==> src/rxsr_pkg.sv <==
// constants, register map and types for the receive fifo service request block
package rxsr_pkg;
   localparam int FIFO_DEPTH = 8;
   // register offsets
   localparam logic [7:0] OFF_CHAN_OPT3 = 8'h00;
   localparam logic [7:0] OFF_REQ_EN = 8'h04;
   localparam logic [7:0] OFF_TMO = 8'h08;
   localparam logic [7:0] OFF_PRESC_LO = 8'h0C;
   localparam logic [7:0] OFF_PRESC_HI = 8'h10;
   localparam logic [7:0] OFF_REQ_STAT = 8'h14;
   localparam logic [7:0] OFF_EOSR = 8'h18;
   localparam logic [7:0] OFF_RDATA = 8'h1C;
   localparam logic [7:0] OFF_RSTAT = 8'h20;
   localparam logic [7:0] OFF_RCNT = 8'h24;
   localparam logic [7:0] OFF_CHAN_ID = 8'h28;
   // request enable bit positions
   localparam int REQEN_RXD = 0;
   localparam int REQEN_IDLE_TMO = 1;
   localparam int REQEN_SPECIAL = 2;
   // status bit positions
   localparam int ST_PARITY = 0;
   localparam int ST_FRAMING = 1;
   localparam int ST_BREAK = 2;
   localparam int ST_SPECIAL = 3;
   localparam int ST_OVERRUN = 4;
   localparam int ST_TIMEOUT = 5;
   // reset values
   localparam logic [3:0] OPT3_RST = 4'h1;
   localparam logic [2:0] REQEN_RST = 3'h0;
   localparam logic [7:0] TMO_RST = 8'h00;
   localparam logic [15:0] PRESC_RST = 16'hFFFF;
   // cycles the request stays low after end of service
   localparam logic [1:0] HOLDOFF_CYCLES = 2'h2;
   // vectors returned at acknowledge
   localparam logic [7:0] VEC_NONE = 8'h00;
   localparam logic [7:0] VEC_GOOD = 8'h01;
   localparam logic [7:0] VEC_EXC = 8'h02;

   typedef enum logic [1:0] {
      CTX_IDLE = 2'b00,
      CTX_GOOD = 2'b01,
      CTX_EXC = 2'b10,
      CTX_IDLE_TMO = 2'b11
   } rxsr_ctx_t;

   typedef struct packed {
      logic special;
      logic brk;
      logic framing_err;
      logic parity_err;
      logic [7:0] data;
   } rxsr_char_t;

   typedef struct packed {
      logic [5:0] stat;
      logic [7:0] data;
   } rxsr_entry_t;
endpackage

==> src/rxsr_channel.sv <==
// one receive channel: fifo, holding register, time-out timer, service requests
//
// The address map and the strobed register port were decided locally.
`timescale 1ns/1ns
module rxsr_channel #(
   parameter int DEPTH = rxsr_pkg::FIFO_DEPTH,
   parameter logic [7:0] CHANNEL_ID = 8'h00
) (
   // clock and reset
   input wire logic clk_i,
   input wire logic rst_i,
   // register port
   input wire logic [7:0] addr_i,
   input wire logic [7:0] wdata_i,
   input wire logic we_i,
   input wire logic re_i,
   output logic [7:0] rdata_o,
   // bit engine
   input wire logic char_valid_i,
   input wire rxsr_pkg::rxsr_char_t char_i,
   // service request
   input wire logic svc_ack_i,
   output logic rx_req_o,
   output logic rx_req_exc_o,
   output logic [7:0] vector_o
);
   localparam int PW = $clog2(DEPTH);
   localparam int CW = $clog2(DEPTH + 1);

   logic [3:0] rx_fifo_threshold;
   logic [2:0] request_enable_reg;
   logic [7:0] rx_timeout_period;
   logic [15:0] presc_period;
   logic [15:0] presc_cnt;
   logic [7:0] tmo_cnt;
   rxsr_pkg::rxsr_entry_t mem [DEPTH];
   rxsr_pkg::rxsr_entry_t hold;
   rxsr_pkg::rxsr_entry_t in_entry;
   rxsr_pkg::rxsr_entry_t head;
   rxsr_pkg::rxsr_ctx_t ctx;
   logic hold_valid;
   logic [PW-1:0] wr_ptr;
   logic [PW-1:0] rd_ptr;
   logic [PW-1:0] idx;
   logic [CW-1:0] count;
   logic [CW-1:0] good_run;
   logic [CW-1:0] thr_eff;
   logic stop;
   logic fifo_space;
   logic push;
   logic pop_read;
   logic pop_eos;
   logic pop;
   logic emptied;
   logic tick;
   logic expire;
   logic stale;
   logic idle_tmo_armed;
   logic idle_tmo_pend;
   logic exc_head;
   logic idle_tmo_cond;
   logic good_cond;
   logic eos_wr;
   logic [1:0] holdoff;

   // register writes
   always_ff @(posedge clk_i) begin
      if (rst_i) begin
         rx_fifo_threshold <= rxsr_pkg::OPT3_RST;
         request_enable_reg <= rxsr_pkg::REQEN_RST;
         rx_timeout_period <= rxsr_pkg::TMO_RST;
         presc_period <= rxsr_pkg::PRESC_RST;
      end else if (we_i) begin
         if (addr_i == rxsr_pkg::OFF_CHAN_OPT3) begin
            rx_fifo_threshold <= wdata_i[3:0];
         end else if (addr_i == rxsr_pkg::OFF_REQ_EN) begin
            request_enable_reg <= wdata_i[2:0];
         end else if (addr_i == rxsr_pkg::OFF_TMO) begin
            rx_timeout_period <= wdata_i;
         end else if (addr_i == rxsr_pkg::OFF_PRESC_LO) begin
            presc_period[7:0] <= wdata_i;
         end else if (addr_i == rxsr_pkg::OFF_PRESC_HI) begin
            presc_period[15:8] <= wdata_i;
         end
      end
   end

   assign eos_wr = we_i && (addr_i == rxsr_pkg::OFF_EOSR);

   // incoming char with its status; special only flagged when special requests enabled
   always_comb begin
      in_entry = '0;
      in_entry.data = char_i.data;
      in_entry.stat[rxsr_pkg::ST_PARITY] = char_i.parity_err;
      in_entry.stat[rxsr_pkg::ST_FRAMING] = char_i.framing_err;
      in_entry.stat[rxsr_pkg::ST_BREAK] = char_i.brk;
      in_entry.stat[rxsr_pkg::ST_SPECIAL] = char_i.special
         && request_enable_reg[rxsr_pkg::REQEN_SPECIAL];
   end

   assign head = mem[rd_ptr];
   assign fifo_space = count < CW'(DEPTH);
   assign push = (hold_valid || char_valid_i) && fifo_space;
   assign pop_read = re_i && (addr_i == rxsr_pkg::OFF_RDATA) && (ctx == rxsr_pkg::CTX_GOOD)
      && (good_run != '0);
   assign pop_eos = eos_wr && (ctx == rxsr_pkg::CTX_EXC) && (count != '0);
   assign pop = pop_read || pop_eos;
   assign emptied = pop && !push && (count == CW'(1));

   // holding register in front of the fifo
   always_ff @(posedge clk_i) begin
      if (rst_i) begin
         hold_valid <= 1'b0;
         hold <= '0;
      end else if (hold_valid) begin
         if (push) begin
            hold_valid <= char_valid_i;
            hold <= in_entry;
         end else if (char_valid_i) begin
            hold.stat[rxsr_pkg::ST_OVERRUN] <= 1'b1;
         end
      end else if (char_valid_i && !fifo_space) begin
         hold_valid <= 1'b1;
         hold <= in_entry;
      end
   end

   // fifo storage; depth must be a power of two for pointer wrap
   always_ff @(posedge clk_i) begin
      if (push) begin
         mem[wr_ptr] <= hold_valid ? hold : in_entry;
      end
   end

   always_ff @(posedge clk_i) begin
      if (rst_i) begin
         wr_ptr <= '0;
         rd_ptr <= '0;
         count <= '0;
      end else begin
         if (push) begin
            wr_ptr <= wr_ptr + 1'b1;
         end
         if (pop) begin
            rd_ptr <= rd_ptr + 1'b1;
         end
         if (push && !pop) begin
            count <= count + 1'b1;
         end else if (pop && !push) begin
            count <= count - 1'b1;
         end
      end
   end

   // run of good chars from the head up to the first exception
   always_comb begin
      good_run = '0;
      stop = 1'b0;
      idx = '0;
      for (int i = 0; i < DEPTH; i++) begin
         idx = PW'(int'(rd_ptr) + i);
         if (!stop && (i < int'(count)) && (mem[idx].stat == '0)) begin
            good_run = good_run + 1'b1;
         end else begin
            stop = 1'b1;
         end
      end
   end

   // prescaler tick
   always_ff @(posedge clk_i) begin
      if (rst_i) begin
         presc_cnt <= '0;
      end else if (presc_cnt == '0 || presc_cnt > presc_period) begin
         // a shortened period takes hold at once, not after the old count
         presc_cnt <= presc_period;
      end else begin
         presc_cnt <= presc_cnt - 1'b1;
      end
   end

   assign tick = (presc_cnt == '0);

   // receive time-out counter
   always_ff @(posedge clk_i) begin
      if (rst_i) begin
         tmo_cnt <= '0;
      end else if (push) begin
         tmo_cnt <= rx_timeout_period;
      end else if (tick && tmo_cnt != '0) begin
         tmo_cnt <= tmo_cnt - 1'b1;
      end
   end

   assign expire = !push && tick && (tmo_cnt == 8'h01);

   // stale data flag
   always_ff @(posedge clk_i) begin
      if (rst_i) begin
         stale <= 1'b0;
      end else if (expire && good_run != '0) begin
         stale <= 1'b1;
      end else if (push || pop_read) begin
         stale <= 1'b0;
      end
   end

   // no-new-data arming and pending exception
   always_ff @(posedge clk_i) begin
      if (rst_i) begin
         idle_tmo_armed <= 1'b0;
      end else if (emptied) begin
         idle_tmo_armed <= 1'b1;
      end else if (expire && count == '0) begin
         idle_tmo_armed <= 1'b0;
      end
   end

   always_ff @(posedge clk_i) begin
      if (rst_i) begin
         idle_tmo_pend <= 1'b0;
      end else if (expire && count == '0 && idle_tmo_armed
            && request_enable_reg[rxsr_pkg::REQEN_IDLE_TMO]) begin
         idle_tmo_pend <= 1'b1;
      end else if (eos_wr && ctx == rxsr_pkg::CTX_IDLE_TMO) begin
         idle_tmo_pend <= 1'b0;
      end
   end

   // effective threshold, clamped to one..depth
   always_comb begin
      if (rx_fifo_threshold == '0) begin
         thr_eff = CW'(1);
      end else if (int'(rx_fifo_threshold) > DEPTH) begin
         thr_eff = CW'(DEPTH);
      end else begin
         thr_eff = CW'(rx_fifo_threshold);
      end
   end

   // request conditions, decided by the head so arrival order is kept
   assign exc_head = (count != '0) && (head.stat != '0);
   assign idle_tmo_cond = (count == '0) && idle_tmo_pend;
   assign good_cond = (good_run != '0) && ((count >= thr_eff)
      || stale
      || (good_run != count));

   assign rx_req_o = request_enable_reg[rxsr_pkg::REQEN_RXD]
      && (ctx == rxsr_pkg::CTX_IDLE) && (holdoff == '0)
      && (exc_head || idle_tmo_cond || good_cond);
   assign rx_req_exc_o = rx_req_o && (exc_head || idle_tmo_cond);

   // service context
   always_ff @(posedge clk_i) begin
      if (rst_i) begin
         ctx <= rxsr_pkg::CTX_IDLE;
         vector_o <= rxsr_pkg::VEC_NONE;
      end else begin
         case (ctx)
            rxsr_pkg::CTX_IDLE: begin
               if (svc_ack_i) begin
                  if (!rx_req_o) begin
                     vector_o <= rxsr_pkg::VEC_NONE;
                  end else if (exc_head) begin
                     ctx <= rxsr_pkg::CTX_EXC;
                     vector_o <= rxsr_pkg::VEC_EXC;
                  end else if (idle_tmo_cond) begin
                     ctx <= rxsr_pkg::CTX_IDLE_TMO;
                     vector_o <= rxsr_pkg::VEC_EXC;
                  end else begin
                     ctx <= rxsr_pkg::CTX_GOOD;
                     vector_o <= rxsr_pkg::VEC_GOOD;
                  end
               end
            end
            default: begin
               if (eos_wr) begin
                  ctx <= rxsr_pkg::CTX_IDLE;
               end
            end
         endcase
      end
   end

   // hold-off after end of service
   always_ff @(posedge clk_i) begin
      if (rst_i) begin
         holdoff <= '0;
      end else if (eos_wr && ctx != rxsr_pkg::CTX_IDLE) begin
         holdoff <= rxsr_pkg::HOLDOFF_CYCLES;
      end else if (holdoff != '0) begin
         holdoff <= holdoff - 1'b1;
      end
   end

   // register reads, data one cycle after the strobe
   always_ff @(posedge clk_i) begin
      if (rst_i) begin
         rdata_o <= '0;
      end else if (re_i) begin
         if (addr_i == rxsr_pkg::OFF_CHAN_OPT3) begin
            rdata_o <= {4'h0, rx_fifo_threshold};
         end else if (addr_i == rxsr_pkg::OFF_REQ_EN) begin
            rdata_o <= {5'h00, request_enable_reg};
         end else if (addr_i == rxsr_pkg::OFF_TMO) begin
            rdata_o <= rx_timeout_period;
         end else if (addr_i == rxsr_pkg::OFF_PRESC_LO) begin
            rdata_o <= presc_period[7:0];
         end else if (addr_i == rxsr_pkg::OFF_PRESC_HI) begin
            rdata_o <= presc_period[15:8];
         end else if (addr_i == rxsr_pkg::OFF_REQ_STAT) begin
            rdata_o <= {5'h00, ctx != rxsr_pkg::CTX_IDLE, rx_req_exc_o, rx_req_o};
         end else if (addr_i == rxsr_pkg::OFF_RDATA) begin
            if (pop_read || (ctx == rxsr_pkg::CTX_EXC && count != '0)) begin
               rdata_o <= head.data;
            end else begin
               rdata_o <= '0;
            end
         end else if (addr_i == rxsr_pkg::OFF_RSTAT) begin
            if (ctx == rxsr_pkg::CTX_IDLE_TMO) begin
               rdata_o <= 8'h20; // time-out status only
            end else if ((ctx == rxsr_pkg::CTX_EXC || ctx == rxsr_pkg::CTX_GOOD)
                  && count != '0) begin
               rdata_o <= {2'h0, head.stat};
            end else begin
               rdata_o <= '0;
            end
         end else if (addr_i == rxsr_pkg::OFF_RCNT) begin
            rdata_o <= (ctx == rxsr_pkg::CTX_GOOD) ? 8'(good_run) : 8'h00;
         end else if (addr_i == rxsr_pkg::OFF_CHAN_ID) begin
            rdata_o <= CHANNEL_ID;
         end else begin
            rdata_o <= '0;
         end
      end else begin
         rdata_o <= '0;
      end
   end
endmodule

==> config.mk <==
export PLATFORM = sky130hd
export DESIGN_NAME = rxsr_channel
export DESIGN_NICKNAME = d
export VERILOG_FILES = /design/src/rxsr_pkg.sv /design/src/rxsr_channel.sv
export SDC_FILE = /design/constraint.sdc
export NUM_CORES = 1
export LEC_CHECK = 0
export BUFFER_PORTS_ARGS = -buffer_cell sky130_fd_sc_hd__clkbuf_2
export CAP_MARGIN = 20
export CORE_ASPECT_RATIO = 1.4
export CORE_UTILIZATION = 49
export DETAILED_ROUTE_END_ITERATION = 8
export PLACE_DENSITY_LB_ADDON = 0.1
export SLEW_MARGIN = 15
export SYNTH_ARGS = -nofsm -noshare
export SYNTH_HDL_FRONTEND = slang
export SYNTH_SLANG_ARGS = --single-unit
==> constraint.sdc <==
create_clock -name clk_i -period 11.45 [get_ports clk_i]
set_clock_uncertainty 0.1 [all_clocks]
set_input_delay 0.5725 -clock clk_i [delete_from_list [all_inputs] [get_ports clk_i]]
set_output_delay 0.5725 -clock clk_i [all_outputs]
set_load 0.01 [all_outputs]
==> results_dict.tcl, run 1 <==
set metrics [dict create \
    cts-root-buf "clkbuf_16" \
    syn-cell-area_mm2 0.0111 \
    clock_path_buffers 3 \
    insertedDiodeCount 0 \
    cts_hold_buf 0 \
    p_total_mw 2.00 \
    slowest_stage "dfxtp_2" \
    yosysUniqueCellTypes 100 \
    die_h_um 180 \
    setup_viol 0 \
    drt_iter0_markers 579 \
    wl_met2_mm 13.7 \
    synth-async-reset-ratio_pct 0 \
    start_util_pct 50.5 \
    clk_latency_ns 0.50 \
    slowest_delay_ns 0.91 \
    die_area_mm2 0.0233 \
    synthCells 1023 \
    power.share.clock_pct 32.6 \
    critPathMaxFanout 26 \
    worstMarginPinSlew_ns 0.970 \
    num_io_pins 52 \
    ctsResizeCount 0 \
    slew_headroom_pct 34.8 \
    yosys_most_used_dff "edfxtp_1" \
    first_pass_iters 5 \
    regMostFlops "mem" \
    ctsHtreeMaxLevel 1 \
    largest_reg_flops 104 \
    met3_length_mm 1.14 \
    tns_ns 0 \
    grt_antenna_before_repair 2 \
    fp-row-count 64 \
    end_kind "output port" \
    setup.worst_path.start_class "flop" \
    swShare_pct 30.0 \
    hold_viol_final 0 \
    cts_setup_buffers 0 \
    max_cap_violations 0 \
    grt_pass1_wl_mm 43.8 \
    hpwl_mm 20.2 \
    port_buffers 45 \
    p_seq_share_pct 46.0 \
    critPathArrivalTime_ns 9.20 \
    grt_max_degree 75 \
    synth.avg_cell_area_um2 10.9 \
    intPower_mw 1.40 \
    layout_commonest_cell "edfxtp_1" \
    cp_common_cell "ha_1" \
    wl_met1_mm 11.8 \
    ys_seq_area_share_pct 45.9 \
    final_nets 1133 \
    hold_path.class "primary input to flop" \
    outcome "finished clean" \
    drive_gt1_share_pct 18.4 \
    gp_congestion 0.854 \
    numCtsBuffers 21 \
    power_density_mw_per_mm2 164 \
    grtUsageTotal_pct 24.5 \
    wire_per_inst_um 20.2 \
    min-delay-start "char_i[7]" \
    core-area_mm2 0.0220 \
    p_leak_nw 4.42 \
    layout_common_cells "104 x edfxtp_1, 102 x nor2_1, 98 x dfxtp_1" \
    antenna_left 0 \
    clk_pin_slew_ns 0.06 \
    synth_seq_cells 203 \
    nFillCells 1937 \
    period_needed_ns 9.88 \
    synth_warnings 0 \
    critPathRequiredTime_ns 10.78 \
    area_growth_pct 10.1 \
    peakVddDrop_mv 0.128 \
    via_per_inst 5.88 \
    grt_pass1_vias 7770 \
    max_freq_ghz 0.101 \
    die_w_um 129 \
    drc 0 \
    routed_wl_mm 27.7 \
    utilization_pct 55.6 \
    synth-edff-count 104 \
    vias 8049 \
    tritoncts "yes" \
    power_frac_comb_pct 21.4 \
    critPathKind "flop to output port" \
    power_switching_mw 0.600 \
    min_period_over_period_pct 86.2 \
    reg.largest.list "mem: 104 flops, presc_cnt: 16 flops, presc_period: 16 flops" \
    maxSlewViolCount 0 \
    top_layer "met5" \
    overflow 0 \
    rsz0062_at_grt "no" \
    cts_sinks 203 \
]
## Yosys cell counts (4+ instances only)
library cell	n	area, um^2
edfxtp_1	104	3120
nor2_1	102	383
dfxtp_1	99	1980
nand2_1	89	334
a21oi_1	49	245
ha_1	42	526
inv_1	41	154
mux2i_1	32	320
clkbuf_1	31	116
mux4_2	29	653
nor3_1	29	145
o21ai_0	26	130
xnor2_1	26	228
nand3_1	23	115
a211oi_1	22	165
mux2_2	22	248
o211ai_1	21	158
nor2b_1	12	75.1
or3_1	12	75.1
nand2b_1	10	62.6
xor2_1	10	87.6
nand4_1	9	56.3
nor4_1	9	56.3
o21a_1	7	52.6
buf_1	6	22.5
buf_4	6	45.0
buf_6	6	67.6
nand3b_1	6	45.0
nor4b_1	6	52.6
a21o_1	5	37.5
and2_1	5	31.3
nor4_2	5	62.6
a221oi_1	4	35.0
a311oi_1	4	35.0
a31oi_1	4	25.0
clkbuf_8	4	55.1
nor3b_1	4	30.0
o31ai_1	4	30.0
or4_1	4	30.0
## per-stage QoR
stage	hold WS [ns]	std cells	instance area, um^2	setup WS (ns)
global placement	0.337	1330	11600	2.13
global route	0.222	1368	12200	0.942
CTS	0.205	1367	12200	1.54
finish	0.214	1368	12200	1.57
detailed placement	0.339	1330	11600	1.86
floorplan	0.316	1028	11100	2.64
## worst max-delay path: cells and delay by family, from the launching register on
family	cells	cell delay, ns
fa+ha+maj	6	1.71
buf+inv	4	0.32
mux	4	1.25
flops	1	0.91
xor+xnor	3	0.55
simple gates	5	1.49
compound gates	12	2.46
## cells by family (layout without fill, tap and decap cells)
group / after synthesis / count (layout) / share of synthesized area [%]
xor gates and xnor gates: 41 / 41 / 3.73
other: 1 / 6 / 0.0337
buffers and inverters: 99 / 142 / 4.35
and+or+nand+nor: 353 / 353 / 16.4
adders and majority gates: 42 / 42 / 4.73
DFF: 203 / 203 / 45.9
AOI/OAI and AO/OA: 198 / 198 / 13.3
muxes: 86 / 86 / 11.6
## path summary, 6_finish.rpt
check / endpoint / slack [ns] / cells past startpoint
min reg2reg: holdoff[0] / 0.35 / 1
max: rx_req_o / 1.57 / 34
max reg2reg: count[3] / 1.83 / 38
min: hold[7] / 0.21 / 3
## per-layer routing
| layer | vias to the layer above | global-route usage, % |
|---|---|---|
| li1 | 3875 | - |
| met1 | 3896 | 31.4 |
| met2 | 213 | 42.0 |
| met3 | 61 | 2.91 |
| met4 | 4 | 9.04 |
| met5 | - | 0 |
## power groups by stage
stage               Clock (mW)  Sequential (mW)  Combinational [mW]
finish                   0.652            0.920               0.428
global route             0.689            0.930               0.479
CTS                      0.662            0.919               0.430
detailed placement           0            0.935               0.426
global placement             0            0.934               0.421
floorplan                    0            0.905               0.336
## final cells by class
type                       count  area, um^2  area share, %
clock inverter                 6        62.6          0.511
clock buffer                  31         583           4.77
timing repair buffer          60         345           2.82
sequential                   203        5110           41.7
multi-input combinational    726        5590           45.7
inverter                      45         171           1.40
tap                          297         372           3.04
Power figures use the tool's default switching activity.
==> run 2: changes to the inputs <==
--- a/config.mk
+++ b/config.mk
@@ -5,6 +5,7 @@
 export SDC_FILE = /design/constraint.sdc
 export NUM_CORES = 1
 export LEC_CHECK = 0
+export ABC_AREA = 1
 export BUFFER_PORTS_ARGS = -buffer_cell sky130_fd_sc_hd__clkbuf_2
 export CAP_MARGIN = 20
 export CORE_ASPECT_RATIO = 1.4
==> run 2 against run 1 <==
Effect of this change: synthesized cell count grew 39%; register-to-register slack gained 1.8 ns; total power shrank 12%; die area grew 1.1%; final area grew 1.2%; global-route usage grew 3.4 points; worst hold slack lost 0.0082 ns; worst setup slack gained 1.9 ns; cell count grew 29%; synthesized area grew 1.1%; count of clock-buffer cells in the layout shrank 3; clock power grew 1%; largest cell class unchanged.
==> results_dict.tcl, run 2 <==
set metrics [dict create \
    critPathMaxFanout 51 \
    ys_seq_area_share_pct 45.4 \
    period_needed_ns 7.99 \
    timing.hold.ws_ns 0.205 \
    grtUsageTotal_pct 27.9 \
    synth-async-reset-ratio_pct 0 \
    gp_congestion 0.918 \
    routed_wl_mm 31.6 \
    cts_hold_buf 0 \
    tritoncts "yes" \
    yosysTopAreaCell "edfxtp_1" \
    synthTopCellsByArea "edfxtp_1 28%, dfxtp_1 18%, nand2_1 8.5%" \
    power_density_mw_per_mm2 143 \
    use_met3_pct 3.08 \
    layout_commonest_cell "nand2_1" \
    die_area_mm2 0.0235 \
    clk_pin_slew_ns 0.07 \
    wire_per_inst_um 17.8 \
    overflow 0 \
    synth_warnings 0 \
    synth-edff-count 104 \
    peakVddDrop_mv 0.112 \
    synth.avg_cell_area_um2 7.92 \
    drive_gt1_share_pct 9.95 \
    critPathKind "flop to output port" \
    grt_pass1_vias 9406 \
    hold_viol_final 0 \
    worst_slack_ns 3.46 \
    grt_antenna_before_repair 0 \
    port_buffers 45 \
    ctsResizeCount 0 \
    maxSlewViolCount 0 \
    nFillCells 2207 \
    layout_common_cells "254 x nand2_1, 183 x inv_1, 151 x nor2_1" \
    core-area_mm2 0.0225 \
    r2r_end "count[3]" \
    area_growth_pct 10.2 \
    yosysMostFrequentCell "nand2_1" \
    max_freq_ghz 0.125 \
    synthCells 1418 \
    yosysTopAreaCellShare_pct 27.8 \
    reg.largest.list "mem: 104 flops, presc_cnt: 16 flops, presc_period: 16 flops" \
    outcome "finished clean" \
    holdPathStages 3 \
    power.share.clock_pct 37.3 \
    vias 9743 \
    cts_sinks 203 \
    grt.busiest_layer "met2" \
    clock_path_buffers 3 \
    path_buf_inv 9 \
    regMostFlops "mem" \
    rsz0062_at_grt "no" \
    die_h_um 181 \
    drt_iter0_markers 902 \
    placed_cells 1730 \
    insertedDiodeCount 0 \
    p_seq_share_pct 47.8 \
    yosys_most_used_dff "edfxtp_1" \
    setup.worst_path.start_class "flop" \
    slowest_stage "buf_4" \
    num_io_pins 52 \
    first_pass_iters 5 \
    synth_seq_cells 203 \
    antenna_left 0 \
    ff2ff_path_depth 47 \
    power_frac_comb_pct 14.9 \
    min_period_over_period_pct 69.8 \
    hpwl_mm 23.3 \
    max_cap_violations 0 \
    numCtsBuffers 21 \
    use_met2_pct 50.4 \
    slew_headroom_pct 36.4 \
    critPathArrivalTime_ns 7.32 \
    fin_cells 1769 \
    final_nets 1529 \
    grt_max_degree 52 \
    p_leak_nw 5.31 \
    cts-root-buf "clkbuf_16" \
    final_cell_area_mm2 0.0124 \
    min-delay-start "char_i[4]" \
    via_per_inst 5.51 \
    yosysUniqueCellTypes 56 \
    setup_viol 0 \
    drc 0 \
    cts_setup_buffers 0 \
    ys_top_cells_by_count "254 x nand2_1, 183 x inv_1, 153 x nor2_1, 148 x o21ai_0, 104 x edfxtp_1" \
    critPathRequiredTime_ns 10.78 \
    r2r_slack_ns 3.67 \
    die_w_um 130 \
    power_switching_mw 0.487 \
    end_kind "output port" \
    grt_util_met1_pct 32.7 \
    placed_cell_area_mm2 0.0117 \
    p_total_mw 1.77 \
    slowest_delay_ns 0.41 \
    fp-row-count 65 \
    swShare_pct 27.6 \
    largest_reg_flops 104 \
    place_ws_ns 3.76 \
    worstMarginPinSlew_ns 0.944 \
    clk_latency_ns 0.50 \
    start_util_pct 49.9 \
    utilization_pct 54.9 \
    syn-cell-area_mm2 0.0112 \
    critical_path.top_delay_family "simple AND/OR/NAND/NOR gates" \
    tns_ns 0 \
    hold_path.class "primary input to flop" \
    min_to "hold[4]" \
    cp_common_cell "nand2_1" \
    intPower_mw 1.28 \
    ctsHtreeMaxLevel 1 \
    grt_pass1_wl_mm 50.1 \
]
## run 2: worst max path at each step
stage,slack (ns),cells after the start,to,startpoint
2_1_floorplan,5.07,45,count[3],rd_ptr[1]
3_3_place_gp,4.00,47,count[3],flop
3_5_place_dp,3.76,47,count[3],flop
4_1_cts,3.49,43,rx_req_o,flop
5_1_grt,2.88,44,rx_req_o,flop
6_report,3.46,43,rx_req_o,flop
## run 2: worst register-to-register path: cells and delay by family (launching register included)
| family | cells | cell delay [ns] |
|---|---|---|
| AO/OA/AOI/OAI | 10 | 1.37 |
| buffers and inverters | 8 | 1.42 |
| AND/OR/NAND/NOR | 22 | 2.54 |
| adder cells (fa/ha/maj) | 7 | 1.90 |
| flip-flops | 1 | 0.31 |
## run 2: power by group through the flow
stage               Clock [mW]  Sequential, mW  Combinational, mW
floorplan                    0           0.850              0.196
global placement             0           0.859              0.258
detailed placement           0           0.859              0.263
CTS                      0.671           0.844              0.264
global route             0.697           0.850              0.302
finish                   0.659           0.844              0.264
## run 2: layout make-up
| class | instances | area, um^2 | area share, % |
|---|---|---|---|
| tap | 301 | 377 | 3.04 |
| inverter | 189 | 709 | 5.73 |
| timing repair buffer | 63 | 360 | 2.91 |
| sequential | 203 | 5100 | 41.3 |
| clock buffer | 28 | 572 | 4.62 |
| multi-input combinational | 975 | 5160 | 41.7 |
| clock inverter | 10 | 87.6 | 0.708 |
## run 2: cell families after synthesis
family	synth area share (%)
DFF	45.4
AOI/OAI and AO/OA	17.9
and+or+nand+nor	21.6
xor gates and xnor gates	1.40
buffers and inverters	8.79
other	0.0334
muxes	0.0891
adders and majority gates	4.68
## run 2: routing by layer
layer | up-vias | part of all wire [%]
met2 | 269 | 52
met5 | - | 0
met1 | 4537 | 40
met3 | 81 | 3.9
li1 | 4856 | -
met4 | 0 | 4.6
